[config.mk]
export PLATFORM = sky130hd
export DESIGN_NAME = cff_top
export DESIGN_NICKNAME = d
export VERILOG_FILES = /design/src/cff_pkg.sv /design/src/cff_reg_if.sv /design/src/cff_sticky.sv /design/src/cff_axil.sv /design/src/cff_top.sv
export SDC_FILE = /design/constraint.sdc
export NUM_CORES = 1
export LEC_CHECK = 0
export ABC_AREA = 0
export BUFFER_PORTS_ARGS = -buffer_cell sky130_fd_sc_hd__buf_4
export CELL_PAD_IN_SITES_DETAIL_PLACEMENT = 0
export CELL_PAD_IN_SITES_GLOBAL_PLACEMENT = 1
export CORE_ASPECT_RATIO = 0.8
export CORE_MARGIN = 2
export CORE_UTILIZATION = 40
export CTS_CLUSTER_DIAMETER = 200
export CTS_CLUSTER_SIZE = 40
export DETAILED_ROUTE_END_ITERATION = 10
export PLACE_DENSITY = 0.94
export SETUP_SLACK_MARGIN = 0.4
export SLEW_MARGIN = 0
export SYNTH_ARGS = -nofsm -noshare
export SYNTH_HDL_FRONTEND = slang
export SYNTH_SLANG_ARGS = --single-unit
[constraint.sdc]
create_clock -name aclk -period 3.3 [get_ports aclk]
set_clock_uncertainty 0.1 [all_clocks]
set_input_delay 0.66 -clock aclk [delete_from_list [all_inputs] [get_ports aclk]]
set_output_delay 0.66 -clock aclk [all_outputs]
set_load 0.02 [all_outputs]
[src/cff_pkg.sv]
// Shared constants and decode helpers for the loop fault flag register block
package cff_pkg;
	localparam int ADDR_W = 12;
	localparam int IDX_W = 6;
	// Register indices; byte address is four times the index
	localparam logic [5:0] IDX_LOOP_FLAGS = 6'h13;
	localparam logic [5:0] IDX_CAL_FLAGS = 6'h14;
	localparam logic [5:0] IDX_DEV_MASK = 6'h17;
	localparam logic [5:0] IDX_IN_MASK = 6'h18;
	localparam logic [5:0] IDX_LOOP_MASK = 6'h19;
	localparam logic [5:0] IDX_CAL_MASK = 6'h1a;
	localparam logic [5:0] IDX_SOFT_RST = 6'h1c;
	localparam logic [5:0] IDX_STEP = 6'h1d;
	localparam logic [5:0] IDX_CTRL = 6'h1e;
	// Field positions
	localparam int SR_DEVICE = 0;
	localparam int SR_LOOP_LO = 1;
	localparam int STEP_UP_BIT = 0;
	localparam int STEP_DOWN_BIT = 1;
	localparam int CTL_SLEEP = 0;
	localparam int CTL_HARD = 1;
	localparam int CTL_ALIGN = 2;
	localparam int CAL_LO = 4;
	localparam logic [7:0] DEV_MASK_USED = 8'h2f;
	// Reset values
	localparam logic [7:0] RST_MASK = 8'h00;
	localparam logic [7:0] RST_FLAGS = 8'h00;
	localparam logic RST_SLEEP = 1'h0;
	// Bus responses
	localparam logic [1:0] RESP_OKAY = 2'h0;
	localparam logic [1:0] RESP_SLVERR = 2'h2;

	function automatic logic reg_mapped(input logic [ADDR_W-1:0] addr);
		logic [5:0] idx;
		idx = addr[7:2];
		if (addr[ADDR_W-1:8] != 4'h0) begin
			return 1'b0;
		end
		unique case (idx)
			IDX_LOOP_FLAGS, IDX_CAL_FLAGS, IDX_DEV_MASK, IDX_IN_MASK, IDX_LOOP_MASK,
			IDX_CAL_MASK, IDX_SOFT_RST, IDX_STEP, IDX_CTRL: return 1'b1;
			default: return 1'b0;
		endcase
	endfunction : reg_mapped
endpackage : cff_pkg

[src/cff_reg_if.sv]
// Internal register access port between the bus slave and the register bank
`timescale 1ns/1ps
interface cff_reg_if;
	logic wr_en;
	logic [5:0] wr_idx;
	logic [7:0] wr_data;
	logic [5:0] rd_idx;
	logic [7:0] rd_data;
	modport slave (output wr_en, output wr_idx, output wr_data, output rd_idx, input rd_data);
	modport bank (input wr_en, input wr_idx, input wr_data, input rd_idx, output rd_data);
endinterface : cff_reg_if

[src/cff_sticky.sv]
// Bank of sticky fault flags cleared by writing zero while the live bit is low
`timescale 1ns/1ps
module cff_sticky #(
	parameter int W = 8
) (
	input wire logic aclk,
	input wire logic aresetn,
	input wire logic [W-1:0] live,
	input wire logic clr_req,
	input wire logic [W-1:0] clr_data,
	output logic [W-1:0] flags
);
	logic [W-1:0] clr_bits;

	// Only zeros clear, and only where the live bit is already low
	assign clr_bits = clr_req ? (~clr_data & ~live) : '0;

	// Live wins over a clear landing in the same cycle
	always_ff @(posedge aclk) begin
		if (!aresetn) begin
			flags <= '0;
		end else begin
			flags <= (flags & ~clr_bits) | live;
		end
	end

	a_live_sets: assert property (@(posedge aclk) disable iff (!aresetn)
		(live != '0) |=> ((flags & $past(live)) == $past(live)))
		else $error("live condition did not set its sticky flag");
	a_clear_guard: assert property (@(posedge aclk) disable iff (!aresetn)
		(($past(flags) & ~flags & ($past(live) | ~{W{$past(clr_req)}} | $past(clr_data)))
		== '0))
		else $error("sticky flag fell without a permitted clear");
endmodule : cff_sticky

[src/cff_axil.sv]
// AXI4-Lite slave front end feeding the internal register port
`timescale 1ns/1ps
module cff_axil (
	input wire logic aclk,
	input wire logic aresetn,
	input wire logic [cff_pkg::ADDR_W-1:0] s_axi_awaddr,
	input wire logic s_axi_awvalid,
	output logic s_axi_awready,
	input wire logic [31:0] s_axi_wdata,
	input wire logic [3:0] s_axi_wstrb,
	input wire logic s_axi_wvalid,
	output logic s_axi_wready,
	output logic [1:0] s_axi_bresp,
	output logic s_axi_bvalid,
	input wire logic s_axi_bready,
	input wire logic [cff_pkg::ADDR_W-1:0] s_axi_araddr,
	input wire logic s_axi_arvalid,
	output logic s_axi_arready,
	output logic [31:0] s_axi_rdata,
	output logic [1:0] s_axi_rresp,
	output logic s_axi_rvalid,
	input wire logic s_axi_rready,
	cff_reg_if.slave rb
);
	logic aw_full;
	logic w_full;
	logic [cff_pkg::ADDR_W-1:0] aw_addr;
	logic [7:0] w_byte;
	logic w_lane0;
	logic do_write;
	logic wr_hit;
	logic rd_hit;

	assign s_axi_awready = !aw_full && !s_axi_bvalid;
	assign s_axi_wready = !w_full && !s_axi_bvalid;
	assign s_axi_arready = !s_axi_rvalid;
	assign do_write = aw_full && w_full && !s_axi_bvalid;
	assign wr_hit = cff_pkg::reg_mapped(aw_addr);
	assign rd_hit = cff_pkg::reg_mapped(s_axi_araddr);
	// Upper byte lanes carry nothing; lane 0 must be strobed to write
	assign rb.wr_en = do_write && wr_hit && w_lane0;
	assign rb.wr_idx = aw_addr[7:2];
	assign rb.wr_data = w_byte;
	assign rb.rd_idx = s_axi_araddr[7:2];

	always_ff @(posedge aclk) begin
		if (!aresetn) begin
			aw_full <= 1'b0;
			aw_addr <= '0;
		end else if (s_axi_awvalid && s_axi_awready) begin
			aw_full <= 1'b1;
			aw_addr <= s_axi_awaddr;
		end else if (do_write) begin
			aw_full <= 1'b0;
		end
	end

	always_ff @(posedge aclk) begin
		if (!aresetn) begin
			w_full <= 1'b0;
			w_byte <= 8'h00;
			w_lane0 <= 1'b0;
		end else if (s_axi_wvalid && s_axi_wready) begin
			w_full <= 1'b1;
			w_byte <= s_axi_wdata[7:0];
			w_lane0 <= s_axi_wstrb[0];
		end else if (do_write) begin
			w_full <= 1'b0;
		end
	end

	always_ff @(posedge aclk) begin
		if (!aresetn) begin
			s_axi_bvalid <= 1'b0;
			s_axi_bresp <= cff_pkg::RESP_OKAY;
		end else if (do_write) begin
			s_axi_bvalid <= 1'b1;
			s_axi_bresp <= wr_hit ? cff_pkg::RESP_OKAY : cff_pkg::RESP_SLVERR;
		end else if (s_axi_bready) begin
			s_axi_bvalid <= 1'b0;
		end
	end

	always_ff @(posedge aclk) begin
		if (!aresetn) begin
			s_axi_rvalid <= 1'b0;
			s_axi_rdata <= 32'h0000_0000;
			s_axi_rresp <= cff_pkg::RESP_OKAY;
		end else if (s_axi_arvalid && s_axi_arready) begin
			s_axi_rvalid <= 1'b1;
			s_axi_rdata <= rd_hit ? {24'h00_0000, rb.rd_data} : 32'h0000_0000;
			s_axi_rresp <= rd_hit ? cff_pkg::RESP_OKAY : cff_pkg::RESP_SLVERR;
		end else if (s_axi_rready) begin
			s_axi_rvalid <= 1'b0;
		end
	end

	a_read_latency: assert property (@(posedge aclk) disable iff (!aresetn)
		s_axi_arvalid && s_axi_arready |=> s_axi_rvalid)
		else $error("read answer not given one cycle after address");
	a_bresp_hold: assert property (@(posedge aclk) disable iff (!aresetn)
		s_axi_bvalid && !s_axi_bready |=> s_axi_bvalid && $stable(s_axi_bresp))
		else $error("write response dropped before bready");
endmodule : cff_axil

[src/cff_top.sv]
// Fault flag, interrupt mask and reset strobe register block for four loops
// Contract
// - Sticky unlock flag per loop, bits 3:0
// - Sticky holdover flag per loop, bits 7:4
// - Writing zero clears a set flag only
// - Clear ignored while live status still high
// - Sticky calibration-busy flag per loop, bits 7:4
// - Device mask bits block device flag interrupts
// - Input mask bits block absent/wrong-frequency interrupts
// - Loop mask bits block unlock/holdover interrupts
// - Calibration mask bits block calibration-busy interrupts
// - Bit 0 restarts whole device, no reload
// - Bits 1-4 restart one loop, self-clearing
// - Whole restart also applies strobed settings
// - Loop restart does not apply bandwidth
// - Write one steps frequency unless step-blocked
// - Control bit 0 selects low-current sleep
// - Control bit 1 hard resets with reload
// - Control bit 2 aligns dividers like pin
// - Unlock flags track live unlock status bits
//
// Design decision made here: register access over AXI4-Lite.
`timescale 1ns/1ps
module cff_top (
	input wire logic aclk,
	input wire logic aresetn,
	input wire logic [cff_pkg::ADDR_W-1:0] s_axi_awaddr,
	input wire logic s_axi_awvalid,
	output logic s_axi_awready,
	input wire logic [31:0] s_axi_wdata,
	input wire logic [3:0] s_axi_wstrb,
	input wire logic s_axi_wvalid,
	output logic s_axi_wready,
	output logic [1:0] s_axi_bresp,
	output logic s_axi_bvalid,
	input wire logic s_axi_bready,
	input wire logic [cff_pkg::ADDR_W-1:0] s_axi_araddr,
	input wire logic s_axi_arvalid,
	output logic s_axi_arready,
	output logic [31:0] s_axi_rdata,
	output logic [1:0] s_axi_rresp,
	output logic s_axi_rvalid,
	input wire logic s_axi_rready,
	input wire logic [3:0] unlocked,
	input wire logic [3:0] holdover,
	input wire logic [3:0] calibrating,
	input wire logic divider_align_pin_n,
	input wire logic [7:0] device_sticky_flags,
	input wire logic [7:0] input_sticky_flags,
	input wire logic [2:0] step_block_bits,
	output logic irq_out_n,
	output logic device_restart,
	output logic settings_apply,
	output logic [3:0] loop_restart,
	output logic [2:0] step_up_strobe,
	output logic [2:0] step_down_strobe,
	output logic low_current_sleep,
	output logic hard_reload,
	output logic divider_align
);
	cff_reg_if rb ();

	logic [12:0] meta;
	logic [12:0] synced;
	logic [3:0] unlocked_s;
	logic [3:0] holdover_s;
	logic [3:0] calibrating_s;
	logic align_pin_n_s;
	logic [7:0] loop_flags;
	logic [3:0] cal_flags;
	logic [7:0] dev_mask;
	logic [7:0] in_mask;
	logic [7:0] loop_mask;
	logic [3:0] cal_mask;
	logic wr_loop_flags;
	logic wr_cal_flags;
	logic wr_soft;
	logic wr_step;
	logic wr_ctrl;
	logic hard_clear;
	logic [7:0] dev_pending;
	logic [7:0] in_pending;
	logic [7:0] loop_pending;
	logic [3:0] cal_pending;
	logic next_irq;

	function automatic logic wr_to(input logic en, input logic [5:0] idx,
		input logic [5:0] target);
		return en && (idx == target);
	endfunction : wr_to

	cff_axil u_axil (
		.aclk(aclk),
		.aresetn(aresetn),
		.s_axi_awaddr(s_axi_awaddr),
		.s_axi_awvalid(s_axi_awvalid),
		.s_axi_awready(s_axi_awready),
		.s_axi_wdata(s_axi_wdata),
		.s_axi_wstrb(s_axi_wstrb),
		.s_axi_wvalid(s_axi_wvalid),
		.s_axi_wready(s_axi_wready),
		.s_axi_bresp(s_axi_bresp),
		.s_axi_bvalid(s_axi_bvalid),
		.s_axi_bready(s_axi_bready),
		.s_axi_araddr(s_axi_araddr),
		.s_axi_arvalid(s_axi_arvalid),
		.s_axi_arready(s_axi_arready),
		.s_axi_rdata(s_axi_rdata),
		.s_axi_rresp(s_axi_rresp),
		.s_axi_rvalid(s_axi_rvalid),
		.s_axi_rready(s_axi_rready),
		.rb(rb.slave)
	);

	// Loop status and the align pin come from other domains
	always_ff @(posedge aclk) begin
		if (!aresetn) begin
			meta <= 13'h1000;
			synced <= 13'h1000;
		end else begin
			meta <= {divider_align_pin_n, calibrating, holdover, unlocked};
			synced <= meta;
		end
	end

	assign unlocked_s = synced[3:0];
	assign holdover_s = synced[7:4];
	assign calibrating_s = synced[11:8];
	assign align_pin_n_s = synced[12];

	assign wr_loop_flags = wr_to(rb.wr_en, rb.wr_idx, cff_pkg::IDX_LOOP_FLAGS);
	assign wr_cal_flags = wr_to(rb.wr_en, rb.wr_idx, cff_pkg::IDX_CAL_FLAGS);
	assign wr_soft = wr_to(rb.wr_en, rb.wr_idx, cff_pkg::IDX_SOFT_RST);
	assign wr_step = wr_to(rb.wr_en, rb.wr_idx, cff_pkg::IDX_STEP);
	assign wr_ctrl = wr_to(rb.wr_en, rb.wr_idx, cff_pkg::IDX_CTRL);

	// Sticky flags mirror and clear against the live status bits
	cff_sticky #(.W(8)) u_loop_flags (
		.aclk(aclk),
		.aresetn(aresetn),
		.live({holdover_s, unlocked_s}),
		.clr_req(wr_loop_flags),
		.clr_data(rb.wr_data),
		.flags(loop_flags)
	);

	cff_sticky #(.W(4)) u_cal_flags (
		.aclk(aclk),
		.aresetn(aresetn),
		.live(calibrating_s),
		.clr_req(wr_cal_flags),
		.clr_data(rb.wr_data[7:cff_pkg::CAL_LO]),
		.flags(cal_flags)
	);

	// Hard reset reloads the stored configuration, so masks return to defaults
	assign hard_clear = hard_reload;

	always_ff @(posedge aclk) begin
		if (!aresetn || hard_clear) begin
			dev_mask <= cff_pkg::RST_MASK;
		end else if (wr_to(rb.wr_en, rb.wr_idx, cff_pkg::IDX_DEV_MASK)) begin
			dev_mask <= rb.wr_data & cff_pkg::DEV_MASK_USED;
		end
	end

	always_ff @(posedge aclk) begin
		if (!aresetn || hard_clear) begin
			in_mask <= cff_pkg::RST_MASK;
		end else if (wr_to(rb.wr_en, rb.wr_idx, cff_pkg::IDX_IN_MASK)) begin
			in_mask <= rb.wr_data;
		end
	end

	always_ff @(posedge aclk) begin
		if (!aresetn || hard_clear) begin
			loop_mask <= cff_pkg::RST_MASK;
		end else if (wr_to(rb.wr_en, rb.wr_idx, cff_pkg::IDX_LOOP_MASK)) begin
			loop_mask <= rb.wr_data;
		end
	end

	always_ff @(posedge aclk) begin
		if (!aresetn || hard_clear) begin
			cal_mask <= cff_pkg::RST_MASK[7:cff_pkg::CAL_LO];
		end else if (wr_to(rb.wr_en, rb.wr_idx, cff_pkg::IDX_CAL_MASK)) begin
			cal_mask <= rb.wr_data[7:cff_pkg::CAL_LO];
		end
	end

	// Interrupt gating; a one in a mask bit hides its flag
	assign dev_pending = device_sticky_flags & ~dev_mask & cff_pkg::DEV_MASK_USED;
	assign in_pending = input_sticky_flags & ~in_mask;
	assign loop_pending = loop_flags & ~loop_mask;
	assign cal_pending = cal_flags & ~cal_mask;
	assign next_irq = |{dev_pending, in_pending, loop_pending, cal_pending};

	always_ff @(posedge aclk) begin
		if (!aresetn) begin
			irq_out_n <= 1'b1;
		end else begin
			irq_out_n <= !next_irq;
		end
	end

	// Strobe bits never hold state; a written one is one pulse
	always_ff @(posedge aclk) begin
		if (!aresetn) begin
			device_restart <= 1'b0;
			settings_apply <= 1'b0;
		end else begin
			device_restart <= wr_soft && rb.wr_data[cff_pkg::SR_DEVICE];
			settings_apply <= wr_soft && rb.wr_data[cff_pkg::SR_DEVICE];
		end
	end

	// Loop restarts leave bandwidth alone; software strobes the update itself
	always_ff @(posedge aclk) begin
		if (!aresetn) begin
			loop_restart <= 4'h0;
		end else begin
			loop_restart <= wr_soft ? rb.wr_data[cff_pkg::SR_LOOP_LO +: 4] : 4'h0;
		end
	end

	// Each write of a one is a rising edge since the bit self-clears
	always_ff @(posedge aclk) begin
		if (!aresetn) begin
			step_up_strobe <= 3'h0;
			step_down_strobe <= 3'h0;
		end else begin
			step_up_strobe <= {3{wr_step && rb.wr_data[cff_pkg::STEP_UP_BIT]}}
				& ~step_block_bits;
			step_down_strobe <= {3{wr_step && rb.wr_data[cff_pkg::STEP_DOWN_BIT]}}
				& ~step_block_bits;
		end
	end

	always_ff @(posedge aclk) begin
		if (!aresetn || hard_clear) begin
			low_current_sleep <= cff_pkg::RST_SLEEP;
		end else if (wr_ctrl) begin
			low_current_sleep <= rb.wr_data[cff_pkg::CTL_SLEEP];
		end
	end

	always_ff @(posedge aclk) begin
		if (!aresetn) begin
			hard_reload <= 1'b0;
		end else begin
			hard_reload <= wr_ctrl && rb.wr_data[cff_pkg::CTL_HARD];
		end
	end

	// Software bit and the low pin have the same effect
	always_ff @(posedge aclk) begin
		if (!aresetn) begin
			divider_align <= 1'b0;
		end else begin
			divider_align <= (wr_ctrl && rb.wr_data[cff_pkg::CTL_ALIGN]) || !align_pin_n_s;
		end
	end

	// Read decode; strobe registers read as zero
	always_comb begin
		rb.rd_data = 8'h00;
		unique case (rb.rd_idx)
			cff_pkg::IDX_LOOP_FLAGS: rb.rd_data = loop_flags;
			cff_pkg::IDX_CAL_FLAGS: rb.rd_data = {cal_flags, 4'h0};
			cff_pkg::IDX_DEV_MASK: rb.rd_data = dev_mask;
			cff_pkg::IDX_IN_MASK: rb.rd_data = in_mask;
			cff_pkg::IDX_LOOP_MASK: rb.rd_data = loop_mask;
			cff_pkg::IDX_CAL_MASK: rb.rd_data = {cal_mask, 4'h0};
			cff_pkg::IDX_CTRL: rb.rd_data = {7'h00, low_current_sleep};
			default: rb.rd_data = 8'h00;
		endcase
	end

	a_loop_irq: assert property (@(posedge aclk) disable iff (!aresetn)
		(loop_flags & ~loop_mask) != 8'h00 |=> !irq_out_n)
		else $error("unmasked loop flag did not raise the interrupt");
	a_irq_release: assert property (@(posedge aclk) disable iff (!aresetn)
		!next_irq |=> irq_out_n)
		else $error("interrupt held with no unmasked flag");
	a_dev_gate: assert property (@(posedge aclk) disable iff (!aresetn)
		(device_sticky_flags & ~dev_mask & cff_pkg::DEV_MASK_USED) != 8'h00 |=> !irq_out_n)
		else $error("unmasked device flag did not raise the interrupt");
	a_input_gate: assert property (@(posedge aclk) disable iff (!aresetn)
		(input_sticky_flags & ~in_mask) != 8'h00 |=> !irq_out_n)
		else $error("unmasked input flag did not raise the interrupt");
	a_cal_gate: assert property (@(posedge aclk) disable iff (!aresetn)
		(cal_flags & ~cal_mask) != 4'h0 |=> !irq_out_n)
		else $error("unmasked calibration flag did not raise the interrupt");
	a_unlock_track: assert property (@(posedge aclk) disable iff (!aresetn)
		unlocked != 4'h0 |-> ##3 ((loop_flags[3:0] & $past(unlocked, 3)) == $past(unlocked, 3)))
		else $error("unlock flag not set three cycles after live unlock");
	a_restart_once: assert property (@(posedge aclk) disable iff (!aresetn)
		device_restart |-> settings_apply ##1 !device_restart)
		else $error("device restart not a single pulse with settings apply");
	a_loop_no_apply: assert property (@(posedge aclk) disable iff (!aresetn)
		(loop_restart != 4'h0) && !device_restart |-> !settings_apply)
		else $error("loop restart applied bandwidth settings");
	a_step_blocked: assert property (@(posedge aclk) disable iff (!aresetn)
		(step_up_strobe | step_down_strobe) != 3'h0 |->
		((step_up_strobe | step_down_strobe) & $past(step_block_bits)) == 3'h0)
		else $error("step strobe reached a blocked loop");
	a_sleep_set: assert property (@(posedge aclk) disable iff (!aresetn)
		wr_ctrl && rb.wr_data[0] && !hard_reload |=> low_current_sleep)
		else $error("sleep bit not taken from control write");

	// Pulse widths, the align pin and the other live flag groups
	a_loop_pulse: assert property (@(posedge aclk) disable iff (!aresetn)
		loop_restart != 4'h0 |=> loop_restart == 4'h0)
		else $error("loop restart lasted more than one cycle");
	a_step_pulse: assert property (@(posedge aclk) disable iff (!aresetn)
		(step_up_strobe | step_down_strobe) != 3'h0 |=>
		(step_up_strobe | step_down_strobe) == 3'h0)
		else $error("step strobe lasted more than one cycle");
	a_soft_zero: assert property (@(posedge aclk) disable iff (!aresetn)
		wr_soft && !rb.wr_data[cff_pkg::SR_DEVICE] |=> !device_restart)
		else $error("device restart without a written one");
	a_hard_defaults: assert property (@(posedge aclk) disable iff (!aresetn)
		hard_reload |=> !hard_reload && dev_mask == cff_pkg::RST_MASK
		&& low_current_sleep == cff_pkg::RST_SLEEP)
		else $error("hard reload did not restore defaults in one pulse");
	a_sleep_clear: assert property (@(posedge aclk) disable iff (!aresetn)
		wr_ctrl && !rb.wr_data[cff_pkg::CTL_SLEEP] |=> !low_current_sleep)
		else $error("sleep bit not cleared by control write");
	a_align_pin: assert property (@(posedge aclk) disable iff (!aresetn)
		!align_pin_n_s |=> divider_align)
		else $error("align output missed the low pin");
	a_align_quiet: assert property (@(posedge aclk) disable iff (!aresetn)
		align_pin_n_s && !wr_ctrl |=> !divider_align)
		else $error("align output without pin or write");
	a_hold_track: assert property (@(posedge aclk) disable iff (!aresetn)
		holdover != 4'h0 |-> ##3 ((loop_flags[7:4] & $past(holdover, 3)) == $past(holdover, 3)))
		else $error("holdover flag not set three cycles after live holdover");
	a_cal_track: assert property (@(posedge aclk) disable iff (!aresetn)
		calibrating != 4'h0 |-> ##3
		((cal_flags & $past(calibrating, 3)) == $past(calibrating, 3)))
		else $error("calibration flag not set three cycles after live busy");
	a_flag_keep: assert property (@(posedge aclk) disable iff (!aresetn)
		!wr_loop_flags |=> (loop_flags & $past(loop_flags)) == $past(loop_flags))
		else $error("loop flag fell with no clearing write");
endmodule : cff_top

==> impl_metrics.tcl <==
set metrics [dict create \
    ys_seq_elements 112 \
    final.period_utilization_pct 82.3 \
    worst_path_most_repeated_cell "or4_4" \
    filler_cell_count 1070 \
    yosysSeqAreaShare_pct 47.4 \
    hold_path_end "synced[12]" \
    vdd_ir_drop_max_mv 0.338 \
    syn_inst 538 \
    floorplan.initialDensity_pct 41.1 \
    post-synth-top-count-cell "dfxtp_1" \
    cap_viol_max_count 0 \
    finalPower_mw 2.88 \
    share_of_async_settable_or_async_resettable_flops_after_synthesis_pct 0 \
    hold-worst-slack_ns 0.316 \
    setup_violations 0 \
    final-max-slew-violation-count 0 \
    syn_area_um2 4730 \
    worst_path_largest_cell_delay_ns 0.71 \
    number_of_buffer_and_inverter_stages_on_the_critical_path 0 \
    ioPinCount 156 \
    finalWeightedCongestion 0.885 \
    tritoncts.num_buffers 9 \
    synth_mux_area_share_pct 4.68 \
    postCtsResizedCells 0 \
    nets 727 \
    clkTransAtPathRegs_ns 0.08 \
    synth-edff-count 0 \
    post-route-drc-count 0 \
    synth_ff_type "dfxtp_1" \
    antenna_left 0 \
    cts_hold_buffers 0 \
    max-clock-path-buffers 2 \
    max_freq_mhz 368 \
    die_x_um 126 \
    grt_start_max_net_pins 40 \
    tritoncts "yes" \
    die-area_um2 12700 \
    hold_path_class "flip-flop to flip-flop" \
    hold_path_depth 1 \
    antenna_violations_before_repair 0 \
    post_synth_main_area_contributors "dfxtp_1 47%, nand2_1 5.6%, mux2i_1 4.4%, a21oi_1 4.3%, buf_4 4.3%" \
    path_delay_family "simple AND/OR/NAND/NOR gates" \
    most_used_standard_cells_in_the_synthesized_netlist "112 x dfxtp_1, 70 x nand2_1, 41 x a21oi_1" \
    clock_sinks 112 \
    period_needed_ns 2.72 \
    power-per-cell-area_nw_per_um2 499 \
    critPathRequiredTime_ns 3.41 \
    netlist.top_cell.by_area "dfxtp_1" \
    global_route_wire_length_before_repair_um 19500 \
    grt_pass1_vias 3813 \
    clk_lat_worst_skew_ns 0.34 \
    run_status "finished, final reports clean" \
    drt_iter0_drc 249 \
    reg2reg_to "in_mask[0]" \
    synth_compound_area_share_pct 15.2 \
    register_to_register_path_setup_slack_ns 0.58 \
    totalNegativeSetupSlack_ns 0 \
    numPortBuffers 95 \
    root_buffer "clkbuf_16" \
    detail_route.wl_per_cell_um 15.6 \
    core_box_area_um2 11500 \
    regArea_um2 2240 \
    timing.hold.worst.start "meta[12]" \
    layout_stage_area_growth_over_the_synthesis_result_pct 21.9 \
    detailedPlacementHpwl_um 9190 \
    groute.usage.overall_pct 19.3 \
    global_route.overflow_total 0 \
    cp.arrival_ns 2.82 \
    post-cts-setup-buffer-count 0 \
    register_to_register_path_depth 4 \
    post_synthesis_simple_gate_area_fraction_pct 21.3 \
    synth-xor-area-share_pct 0 \
    critical_path.endpoint_type "flip-flop" \
    multi_input_area_um2 2140 \
    synth_top_area_share_pct 47.4 \
    power.static_leakage_nw 2.43 \
    cp_slowest_cell "or4_1" \
    num_rows 35 \
    drtPass1Iterations 7 \
    synthesis.area_per_instance_um2 8.79 \
    detailroute.via_count 3948 \
    worst_slew_pin_slew_ns 0.802 \
    wl_um 12100 \
    max_slew_margin_pct 45.8 \
    routed_via_density 5.11 \
    rsz0062_at_grt "false" \
    cp-start-kind "flip-flop" \
    dominant_combinational_cell_family_by_area_after_synthesis "simple AND/OR/NAND/NOR gates" \
    worst-path-max-fanout 21 \
    synth_warnings 0 \
    critical_path.cell_chain "or4_4 -> or4_4 -> or4_1 -> mux2i_1" \
    post_synth_num_cell_types 51 \
    final_hold_violations 0 \
    criticalPathCategory "flip-flop to flip-flop" \
    crit-reg2reg-launch "u_axil.aw_addr[11]" \
    dieHeight_um 101 \
    clock_tree.htree_level_count 3 \
    drive_gt1_share_pct 19.0 \
    synth_adder_area_share_pct 1.85 \
    insertedDiodeCount 0 \
]
layer usage:
layer | wire length [um] | GRT usage (%) | up-vias
met5 | 0 | 0 | -
met4 | 138 | 4.44 | 0
met3 | 796 | 5.34 | 11
met2 | 5510 | 30.9 | 168
met1 | 5660 | 26.2 | 1802
li1 | - | - | 1967
cells by family after synthesis:
logic type      after synthesis
simple gates                194
compound gates              113
flops                       112
buf+inv                      89
mux                          22
fa+ha+maj                     7
other cells                   1
cell usage in the layout, fill, tap and decap left out, types with 16 or more instances in the layout:
master / Yosys / final
inv_1: 36 / 36
a21oi_1: 41 / 41
buf_4: 27 / 99
and2_1: 26 / 26
conb_1: 1 / 26
nand3_1: 16 / 16
nand2b_1: 16 / 16
dfxtp_1: 112 / 112
nand2_1: 70 / 70
mux2i_1: 21 / 21
nor2_1: 22 / 22
o21ai_0: 17 / 17
worst max path at each step:
stage	from	to	slack, ns	cells after the start
5_1_grt	u_axil.aw_addr[11]	in_mask[4]	0.54	4
3_3_place_gp	u_axil.aw_addr[11]	in_mask[3]	0.66	4
4_1_cts	u_axil.aw_addr[11]	in_mask[3]	0.61	4
3_5_place_dp	u_axil.aw_addr[11]	in_mask[3]	0.62	4
6_report	u_axil.aw_addr[11]	in_mask[0]	0.58	4
2_1_floorplan	s_axi_awvalid	flip-flop	0.96	7
final cells by class:
class	instances	share of cell area, %
flip-flops and latches	112	38.9
multi-input cells	362	37.1
repair buffers	99	12.9
clock buffers	10	3.97
well taps	148	3.21
inverters	37	2.41
clock inverters	5	1.56
power breakdown:
| part | switching, mW | internal [mW] | leakage [nW] |
|---|---|---|---|
| clock network | 0.492 | 0.673 | 0.153 |
| registers | 0.0398 | 1.40 | 0.914 |
| logic | 0.158 | 0.118 | 1.36 |
worst register-to-register path, delay by kind of cell, from the launching register on:
kind / cells / cell delay, ns
flip-flops: 1 / 0.33
AND/OR/NAND/NOR: 3 / 1.94
multiplexers: 1 / 0.21
sequential cells by signal, summed over array words and instances, names as in the netlist, 3 cells and up, named ones only:
register            cells
meta                   13
step_down_strobe        3
cal_mask                4
step_up_strobe          3
u_axil.s_axi_rdata      8
u_axil.rb.wr_data       8
synced                 13
u_axil.aw_addr         10
loop_restart            4
u_loop_flags.flags      8
in_mask                 8
u_cal_flags.flags       4
loop_mask               8
dev_mask                5
stage by stage:
step	area, um^2	setup WS, ns	cells	util (%)
final	5760	0.585	773	50.0
after global routing	5760	0.537	773	50.0
after CTS	5760	0.613	773	50.0
after detailed placement	5450	0.624	758	47.3
after global placement	5450	0.660	758	47.3
after floorplan	4820	0.962	563	-
Power figures use the tool's default switching activity.
